===== config.mk =====
export PLATFORM = sky130hd
export DESIGN_NAME = eamt_seq
export DESIGN_NICKNAME = d
export VERILOG_FILES = /design/src/pkg/eamt_pkg.sv /design/src/core/eamt_time_rom.sv /design/src/core/eamt_seq.sv
export SDC_FILE = /design/constraint.sdc
export NUM_CORES = 1
export LEC_CHECK = 0
export ABC_AREA = 0
export BUFFER_PORTS_ARGS = -buffer_cell sky130_fd_sc_hd__clkbuf_2
export CAP_MARGIN = 20
export CELL_PAD_IN_SITES_DETAIL_PLACEMENT = 1
export CELL_PAD_IN_SITES_GLOBAL_PLACEMENT = 1
export CORE_UTILIZATION = 40
export CTS_CLUSTER_SIZE = 10
export DETAILED_ROUTE_END_ITERATION = 10
export PLACE_DENSITY_LB_ADDON = 0.1
export SYNTH_ARGS = -nofsm -noshare
export SYNTH_HDL_FRONTEND = slang
export SYNTH_HIERARCHICAL = 1
export SYNTH_SLANG_ARGS = --single-unit

===== constraint.sdc =====
create_clock -name core_clk -period 2.5 [get_ports core_clk]
set_input_delay 0.5 -clock core_clk [delete_from_list [all_inputs] [get_ports core_clk]]
set_output_delay 0.5 -clock core_clk [all_outputs]
set_load 0.05 [all_outputs]

===== src/pkg/eamt_pkg.sv =====
package eamt_pkg;

    // addressing modes of an operand
    typedef enum logic [3:0] {
        EAMT_DREG,
        EAMT_AREG,
        EAMT_IND,
        EAMT_POSTINC,
        EAMT_PREDEC,
        EAMT_DISP,
        EAMT_INDEX,
        EAMT_ABS_W,
        EAMT_ABS_L,
        EAMT_PC_DISP,
        EAMT_PC_INDEX,
        EAMT_IMM
    } eamt_mode_t;

    // job kind: address evaluation only, or a full move
    typedef enum logic {
        EAMT_KIND_EA,
        EAMT_KIND_MOVE
    } eamt_kind_t;

    typedef struct packed {
        eamt_kind_t kind;
        logic       long_sz;
        eamt_mode_t src;
        eamt_mode_t dst;
    } eamt_req_t;

    // clocks with the read and write bus cycles included in them
    typedef struct packed {
        logic [5:0] clocks;
        logic [2:0] reads;
        logic [1:0] writes;
    } eamt_time_t;

    localparam int         EAMT_NUM_MODES = 12;
    localparam int         EAMT_BUS_CLKS  = 4;     // clocks per bus cycle
    localparam logic [1:0] EAMT_PH_FIRST  = 2'h0;
    localparam logic [1:0] EAMT_PH_LAST   = 2'h3;

    // address evaluation, byte and word
    localparam eamt_time_t EAMT_EA_W [EAMT_NUM_MODES] = '{
        '{6'h00, 3'h0, 2'h0}, '{6'h00, 3'h0, 2'h0}, '{6'h04, 3'h1, 2'h0},
        '{6'h04, 3'h1, 2'h0}, '{6'h06, 3'h1, 2'h0}, '{6'h08, 3'h2, 2'h0},
        '{6'h0A, 3'h2, 2'h0}, '{6'h08, 3'h2, 2'h0}, '{6'h0C, 3'h3, 2'h0},
        '{6'h08, 3'h2, 2'h0}, '{6'h0A, 3'h2, 2'h0}, '{6'h04, 3'h1, 2'h0}};

    // address evaluation, long
    localparam eamt_time_t EAMT_EA_L [EAMT_NUM_MODES] = '{
        '{6'h00, 3'h0, 2'h0}, '{6'h00, 3'h0, 2'h0}, '{6'h08, 3'h2, 2'h0},
        '{6'h08, 3'h2, 2'h0}, '{6'h0A, 3'h2, 2'h0}, '{6'h0C, 3'h3, 2'h0},
        '{6'h0E, 3'h3, 2'h0}, '{6'h0C, 3'h3, 2'h0}, '{6'h10, 3'h4, 2'h0},
        '{6'h0C, 3'h3, 2'h0}, '{6'h0E, 3'h3, 2'h0}, '{6'h08, 3'h2, 2'h0}};

    // move destination cost, byte and word
    localparam eamt_time_t EAMT_DST_W [EAMT_NUM_MODES] = '{
        '{6'h00, 3'h0, 2'h0}, '{6'h00, 3'h0, 2'h0}, '{6'h04, 3'h0, 2'h1},
        '{6'h04, 3'h0, 2'h1}, '{6'h04, 3'h0, 2'h1}, '{6'h08, 3'h1, 2'h1},
        '{6'h0A, 3'h1, 2'h1}, '{6'h08, 3'h1, 2'h1}, '{6'h0C, 3'h2, 2'h1},
        '{6'h00, 3'h0, 2'h0}, '{6'h00, 3'h0, 2'h0}, '{6'h00, 3'h0, 2'h0}};

    // move destination cost, long (register source for pre-decrement)
    localparam eamt_time_t EAMT_DST_L [EAMT_NUM_MODES] = '{
        '{6'h00, 3'h0, 2'h0}, '{6'h00, 3'h0, 2'h0}, '{6'h08, 3'h0, 2'h2},
        '{6'h08, 3'h0, 2'h2}, '{6'h0A, 3'h0, 2'h2}, '{6'h0C, 3'h1, 2'h2},
        '{6'h0E, 3'h1, 2'h2}, '{6'h0C, 3'h1, 2'h2}, '{6'h10, 3'h2, 2'h2},
        '{6'h00, 3'h0, 2'h0}, '{6'h00, 3'h0, 2'h0}, '{6'h00, 3'h0, 2'h0}};

    // long pre-decrement store after a memory source overlaps the decrement
    localparam eamt_time_t EAMT_DST_PREDEC_MEM_L = '{6'h08, 3'h0, 2'h2};

    // opcode fetch common to every move, one read and no internal clocks
    localparam eamt_time_t EAMT_MOVE_BASE = '{6'h04, 3'h1, 2'h0};

endpackage


===== src/core/eamt_time_rom.sv =====
`timescale 1ns/1ps
module eamt_time_rom (
    // clock and reset
    input  wire logic                 core_clk,
    input  wire logic                 nrst,
    // lookup request
    input  wire logic                 look_i,
    input  wire eamt_pkg::eamt_req_t  req_i,
    // registered answer, valid one cycle after look_i
    output eamt_pkg::eamt_time_t      time_o,
    output logic                      valid_o
);
    import eamt_pkg::*;

    eamt_time_t time_d;
    eamt_time_t time_q;
    logic       valid_d;
    logic       valid_q;

    function automatic eamt_time_t add_time(eamt_time_t a, eamt_time_t b);
        eamt_time_t s;
        s.clocks = a.clocks + b.clocks;
        s.reads  = a.reads + b.reads;
        s.writes = a.writes + b.writes;
        return s;
    endfunction

    // table lookup: address part, then move base and store part
    always_comb begin
        eamt_time_t ea;
        eamt_time_t dst;
        ea  = req_i.long_sz ? EAMT_EA_L[req_i.src] : EAMT_EA_W[req_i.src];
        dst = req_i.long_sz ? EAMT_DST_L[req_i.dst] : EAMT_DST_W[req_i.dst];
        if (req_i.long_sz && req_i.dst == EAMT_PREDEC &&
            req_i.src != EAMT_DREG && req_i.src != EAMT_AREG) begin
            dst = EAMT_DST_PREDEC_MEM_L;
        end
        time_d  = time_q;
        valid_d = look_i;
        if (look_i) begin
            if (req_i.kind == EAMT_KIND_EA) begin
                time_d = ea;
            end else begin
                time_d = add_time(add_time(EAMT_MOVE_BASE, ea), dst);
            end
        end
    end

    // read data leave from a register
    always_ff @(posedge core_clk or negedge nrst) begin
        if (!nrst) begin
            time_q  <= '0;
            valid_q <= 1'b0;
        end else begin
            time_q  <= time_d;
            valid_q <= valid_d;
        end
    end

    assign time_o  = time_q;
    assign valid_o = valid_q;

endmodule // eamt_time_rom


===== src/core/eamt_seq.sv =====
`timescale 1ns/1ps
// Overview of operation
// - all times are counted in clocks, a bus cycle taking four of them.
// - memory stretches a bus cycle by wait states that add to the total.
// - a figure is r reads and w writes of four clocks plus internal clocks.
// - move totals include the opcode fetch and every operand fetch and store.
// - address evaluation fetches extensions and operand, never writes.
// - plain and post-increment indirect take 4(1/0), long 8(2/0).
// - pre-decrement indirect takes 6(1/0), long 10(2/0).
// - displacement, absolute short, pc displacement 8(2/0), long 12(3/0).
// - address indexed takes 10(2/0), long 14(3/0), any index size.
// - pc indexed takes 10(2/0), long 14(3/0).
// - word moves: reg-reg 4(1/0), reg-ind 8(1/1), abs-abs 28(6/1).
// - long moves: reg-ind 12(1/2), reg-predec 14, abs-abs 36(7/2).
module eamt_seq #(
    parameter int CNT_W = 16
) (
    // clock and reset
    input  wire logic                 core_clk,
    input  wire logic                 nrst,
    // job request
    input  wire logic                 req_valid,
    input  wire eamt_pkg::eamt_req_t  req,
    output logic                      req_ready,
    // processor bus
    output logic                      bus_cyc,
    output logic                      bus_write,
    output logic [1:0]                bus_phase,
    input  wire logic                 mem_wait,
    // job result
    output logic                      done,
    output logic [CNT_W-1:0]          total_clks,
    output logic [CNT_W-1:0]          wait_clks,
    output logic [2:0]                reads_done,
    output logic [1:0]                writes_done
);
    import eamt_pkg::*;

    if (CNT_W < 8) begin : g_chk
        $error("CNT_W too small for the longest move");
    end

    typedef enum logic [2:0] {
        ST_IDLE,
        ST_LOOK,
        ST_READ,
        ST_INT,
        ST_WRITE,
        ST_DONE
    } eamt_state_t;

    eamt_state_t      state_q, state_d;
    logic [1:0]       phase_q, phase_d;
    logic [2:0]       rd_left_q, rd_left_d;
    logic [1:0]       wr_left_q, wr_left_d;
    logic [5:0]       int_left_q, int_left_d;
    logic [CNT_W-1:0] elapsed_q, elapsed_d;
    logic [CNT_W-1:0] waits_q, waits_d;
    logic [2:0]       rd_cnt_q, rd_cnt_d;
    logic [1:0]       wr_cnt_q, wr_cnt_d;
    eamt_time_t       fixed_q, fixed_d;
    eamt_req_t        job_q, job_d;
    eamt_time_t       rom_time;
    logic             rom_valid;
    logic             accept;
    logic             bus_last;
    logic             counting;
    logic [5:0]       int_clks;

    assign accept = req_valid && req_ready;

    eamt_time_rom u_rom (
        .core_clk (core_clk),
        .nrst     (nrst),
        .look_i   (accept),
        .req_i    (req),
        .time_o   (rom_time),
        .valid_o  (rom_valid)
    );

    // clocks of the figure not spent on the bus
    assign int_clks = rom_time.clocks
                    - 6'(rom_time.reads * EAMT_BUS_CLKS)
                    - 6'(rom_time.writes * EAMT_BUS_CLKS);

    assign bus_last = (phase_q == EAMT_PH_LAST);
    assign counting = (state_q == ST_READ) || (state_q == ST_INT) ||
                      (state_q == ST_WRITE);

    // stage order: reads, internal work, writes
    function automatic eamt_state_t next_stage(logic [2:0] rd,
                                               logic [5:0] it,
                                               logic [1:0] wr);
        if (rd != 3'h0) return ST_READ;
        if (it != 6'h00) return ST_INT;
        if (wr != 2'h0) return ST_WRITE;
        return ST_DONE;
    endfunction

    // sequencer next state
    always_comb begin
        state_d    = state_q;
        phase_d    = phase_q;
        rd_left_d  = rd_left_q;
        wr_left_d  = wr_left_q;
        int_left_d = int_left_q;
        elapsed_d  = elapsed_q;
        waits_d    = waits_q;
        rd_cnt_d   = rd_cnt_q;
        wr_cnt_d   = wr_cnt_q;
        fixed_d    = fixed_q;
        job_d      = job_q;
        if (counting && elapsed_q != {CNT_W{1'b1}}) begin
            elapsed_d = elapsed_q + 1'b1;
        end
        case (state_q)
            ST_IDLE: begin
                if (accept) begin
                    job_d     = req;
                    elapsed_d = '0;
                    waits_d   = '0;
                    rd_cnt_d  = 3'h0;
                    wr_cnt_d  = 2'h0;
                    state_d   = ST_LOOK;
                end
            end
            ST_LOOK: begin
                if (rom_valid) begin
                    fixed_d    = rom_time;
                    rd_left_d  = rom_time.reads;
                    wr_left_d  = rom_time.writes;
                    int_left_d = int_clks;
                    phase_d    = EAMT_PH_FIRST;
                    state_d    = next_stage(rom_time.reads, int_clks,
                                            rom_time.writes);
                end
            end
            ST_READ, ST_WRITE: begin
                if (!bus_last) begin
                    phase_d = phase_q + 2'h1;
                end else if (mem_wait) begin
                    // step held, clock still counted
                    if (waits_q != {CNT_W{1'b1}}) begin
                        waits_d = waits_q + 1'b1;
                    end
                end else begin
                    phase_d = EAMT_PH_FIRST;
                    if (state_q == ST_READ) begin
                        rd_left_d = rd_left_q - 3'h1;
                        rd_cnt_d  = rd_cnt_q + 3'h1;
                        state_d   = next_stage(rd_left_d, int_left_q,
                                               wr_left_q);
                    end else begin
                        wr_left_d = wr_left_q - 2'h1;
                        wr_cnt_d  = wr_cnt_q + 2'h1;
                        state_d   = next_stage(3'h0, 6'h00, wr_left_d);
                    end
                end
            end
            ST_INT: begin
                int_left_d = int_left_q - 6'h01;
                state_d    = next_stage(3'h0, int_left_d, wr_left_q);
            end
            ST_DONE: begin
                state_d = ST_IDLE;
            end
            default: begin
                state_d = ST_IDLE;
            end
        endcase
    end

    // sequencer registers
    always_ff @(posedge core_clk or negedge nrst) begin
        if (!nrst) begin
            state_q    <= ST_IDLE;
            phase_q    <= EAMT_PH_FIRST;
            rd_left_q  <= 3'h0;
            wr_left_q  <= 2'h0;
            int_left_q <= 6'h00;
            elapsed_q  <= '0;
            waits_q    <= '0;
            rd_cnt_q   <= 3'h0;
            wr_cnt_q   <= 2'h0;
            fixed_q    <= '0;
            job_q      <= '0;
        end else begin
            state_q    <= state_d;
            phase_q    <= phase_d;
            rd_left_q  <= rd_left_d;
            wr_left_q  <= wr_left_d;
            int_left_q <= int_left_d;
            elapsed_q  <= elapsed_d;
            waits_q    <= waits_d;
            rd_cnt_q   <= rd_cnt_d;
            wr_cnt_q   <= wr_cnt_d;
            fixed_q    <= fixed_d;
            job_q      <= job_d;
        end
    end

    // outputs
    assign req_ready   = (state_q == ST_IDLE);
    assign bus_cyc     = (state_q == ST_READ) || (state_q == ST_WRITE);
    assign bus_write   = (state_q == ST_WRITE);
    assign bus_phase   = phase_q;
    assign done        = (state_q == ST_DONE);
    assign total_clks  = elapsed_q;
    assign wait_clks   = waits_q;
    assign reads_done  = rd_cnt_q;
    assign writes_done = wr_cnt_q;
endmodule // eamt_seq


==> results.sh <==
export IMPL_start_kind="input port"
export IMPL_fin_hold_ws_ns=0.149
export IMPL_cp_max_fo=5
export IMPL_worstMarginPinSlew_ns=0.587
export IMPL_met3_usage_pct=2.89
export IMPL_place_ws_ns=-0.443
export IMPL_cp_slowest_cell="fa_2"
export IMPL_overflow=0
export IMPL_grtUsageMet2_pct=39.0
export IMPL_postCtsHoldBufs=0
export IMPL_track_usage_pct=23.2
export IMPL_dieArea_um2=11700
export IMPL_cts_tree="built"
export IMPL_maxSlewViolCount=0
export IMPL_fin_nets=643
export IMPL_antenna_found_initial=0
export IMPL_viasPerCell=5.67
export IMPL_drive_gt1_share_pct=22.4
export IMPL_synth_warnings=6
export IMPL_clk_latency_ns=0.33
export IMPL_setup_ws_ns=0.0396
export IMPL_r2r_start="u_rom/time_o[1]"
export IMPL_grtUsageMet1_pct=30.4
export IMPL_vias=4186
export IMPL_grt_busiest_layer="met2"
export IMPL_clock_sinks=64
export IMPL_min_period_ns=2.46
export IMPL_routed_wl_mm=12.6
export IMPL_reg2reg_slack_ns=0.20
export IMPL_die_x_um=108
export IMPL_leakage_nw=2.49
export IMPL_wl_per_cell_um=17.1
export IMPL_place_congestion=0.795
export IMPL_core_area_um2=10900
export IMPL_final_cells=738
export IMPL_timing_rr_end="state_q[2]"
export IMPL_fmaxAchievable_ghz=0.406
export IMPL_grt_max_degree=27
export IMPL_synthDistinctLibCells=76
export IMPL_postPlaceCellArea_um2=5200
export IMPL_cp_data_arrival_time_ns=2.66
export IMPL_cp_required_ns=2.70
export IMPL_ys_ff_latch=64
export IMPL_diodes=0
export IMPL_seq_area_frac_synth_pct=35.5
export IMPL_synth_top_flop_cell="dfrtp_1"
export IMPL_dr_first_iter_drc_count=197
export IMPL_first_global_vias=4280
export IMPL_avgSynthCellArea_um2=8.87
export IMPL_period_share_pct=98.4
export IMPL_syn_num_nets=556
export IMPL_finalHoldViolations=0
export IMPL_port_buffers=56
export IMPL_slowest_delay_ns=0.50
export IMPL_hold_path_class="input port to async pin"
export IMPL_drcViolationCount=0
export IMPL_status="completed"
export IMPL_synth_cells=509
export IMPL_cts_max_level=3
export IMPL_cp_end_kind="flip-flop"
export IMPL_final_cell_area_um2=5520
export IMPL_area_growth_pct=22.2
export IMPL_vdd_drop_max_uv=480
export IMPL_async_reset_ff_share_pct=100
export IMPL_cts_max_path_buffers=2
export IMPL_path_cells="buf_12 -> buf_4 -> nor2b_1 -> a2111oi_2 -> or2_1 -> ha_1 -> inv_1 -> ha_2 -> inv_2 -> fa_2 -> nand2b_4 -> a31oi_2"
export IMPL_power_density_nw_per_um2=979
export IMPL_dp_hpwl_mm=9.45
export IMPL_setup_viol=0
export IMPL_clkTransAtPathRegs_ns=0.05
export IMPL_cts_root_buf="clkbuf_16"
export IMPL_maxCapViolCount=0
export IMPL_num_rows=38
export IMPL_ff2ff_path_depth=8
export IMPL_numCtsBuffers=9
export IMPL_rsz0062_at_grt="yes"
export IMPL_critical_path_class="input port to flip-flop"
export IMPL_grt_pass1_wl_mm=21.2
export IMPL_io_pins=57
export IMPL_fin_tns_setup_ns=0
export IMPL_start_util_pct=41.3
export IMPL_syn_cell_area_um2=4520
export IMPL_slew_headroom_pct=60.5
export IMPL_synth_edf_count=0
export IMPL_ant_nets=0
export IMPL_fin_skew_ns=0.00549
export IMPL_fp_dieH_um=108
export IMPL_dr_pass1_iters=4
export IMPL_dpl_cell_count=723
==> cell usage after synthesis, types with 4 or more instances <==
cell type / n / area [um2]
nor3b_1: 5 / 37.5
o31ai_1: 6 / 45.0
nor2b_1: 8 / 50.1
and2_1: 6 / 37.5
clkbuf_1: 11 / 41.3
mux2i_1: 5 / 50.1
nand2b_1: 11 / 68.8
dfrtp_1: 64 / 1600
a211oi_1: 6 / 45.0
or3_1: 8 / 50.1
nand4b_1: 4 / 35.0
ha_1: 29 / 363
xor2_1: 9 / 78.8
inv_1: 33 / 124
and3_1: 5 / 31.3
o211ai_1: 7 / 52.6
a21oi_1: 32 / 160
or2_2: 5 / 31.3
xnor2_1: 8 / 70.1
nand3b_1: 5 / 37.5
o21ai_0: 36 / 180
buf_2: 5 / 25.0
nand2_1: 36 / 135
nand3_1: 19 / 95.1
nor2_1: 38 / 143
fa_1: 4 / 80.1
nand4_1: 6 / 37.5
or4_1: 5 / 37.5
nor3_1: 14 / 70.1
==> through the flow <==
step	utilization, %	total power, mW
finish	50.5	5.40
global route	50.5	5.83
CTS	50.1	5.46
detailed placement	47.6	4.28
global placement	47.6	4.16
floorplan	-	3.46
==> layer usage <==
layer  wire length [um]  share of wire [%]
met4                197                1.6
met3                275                2.2
met2               6310                 50
met1               5840                 46
met5                  0                  0
==> placed cells by master, fill, tap and decap left out, types with 4 or more instances in the layout <==
| cell | count |
|---|---|
| dfrtp_1 | 64 |
| clkbuf_2 | 54 |
| buf_4 | 41 |
| nor2_1 | 38 |
| nand2_1 | 36 |
| o21ai_0 | 36 |
| a21oi_1 | 32 |
| inv_1 | 30 |
| ha_1 | 26 |
| nand3_1 | 19 |
| nor3_1 | 14 |
| nand2b_1 | 10 |
| xor2_1 | 9 |
| clkbuf_16 | 9 |
| or3_1 | 8 |
| nor2b_1 | 8 |
| xnor2_1 | 8 |
| o211ai_1 | 7 |
| nand4_1 | 6 |
| a211oi_1 | 6 |
| o31ai_1 | 6 |
| and2_1 | 6 |
| and3_1 | 5 |
| mux2i_1 | 5 |
| or2_2 | 5 |
| nand3b_1 | 5 |
| or4_1 | 5 |
| nand4b_1 | 4 |
| nor3b_1 | 4 |
==> layout make-up <==
| type | count | area, um2 |
|---|---|---|
| repair buffers | 97 | 609 |
| fillers | 1299 | 5420 |
| clock buffers | 12 | 256 |
| flip-flops and latches | 64 | 1600 |
| multi-input cells | 390 | 2730 |
| inverters | 34 | 145 |
| well taps | 140 | 175 |
| clock inverters | 1 | 5.00 |
==> how the worst max path moves through the flow <==
stage                 from               to  slack (ns)  cells past startpoint
floorplan           req[5]  u_rom/time_o[8]       -0.14                     12
global placement    req[5]  u_rom/time_o[8]       -0.39                     13
detailed placement  req[5]  u_rom/time_o[8]       -0.44                     13
CTS                 req[5]  u_rom/time_o[8]        0.01                     13
global route        req[5]  u_rom/time_o[8]       -0.06                     13
finish              req[5]  u_rom/time_o[8]        0.04                     12
==> where the power goes <==
group / switching, mW / leakage, nW / internal, mW
clock network: 0.430 / 0.130 / 0.706
logic: 1.63 / 1.52 / 0.984
registers: 0.346 / 0.841 / 1.31
==> timing repair <==
| item | in CTS | in global routing |
|---|---|---|
| buffers inserted | 1 | 1 |
| pin swaps | 2 | 0 |
| gates resized for setup | 2 | 8 |
| cloned | 0 | 0 |
| endpoints found under the setup margin | 2 | 6 |
==> registers in the layout, indices dropped and copies added (netlist names) <==
register,count
total_clks,16
wait_clks,16
u_rom/time_o,10
int_left_q,6
rd_left_q,3
reads_done,3
state_q,3
bus_phase,2
wr_left_q,2
writes_done,2
u_rom/valid_o,1
==> critical path: cells and delay by family <==
family,cells,cell delay (ns)
and+or+nand+nor,3,0.43
adders and majority gates,3,0.91
AOI/OAI and AO/OA,2,0.45
buffers and inverters,4,0.36
==> cells by family after synthesis <==
kind of cell               count (synthesis)  share of synthesized area (%)
xor gates and xnor gates                  17                           3.30
adders and majority gates                 33                           9.81
DFF                                       64                           35.5
AOI/OAI and AO/OA                        136                           20.4
other                                      1                         0.0830
buffers and inverters                     55                           5.21
muxes                                      6                           1.36
and+or+nand+nor                          197                           24.3
No activity file was read; power rests on OpenSTA's default activity.
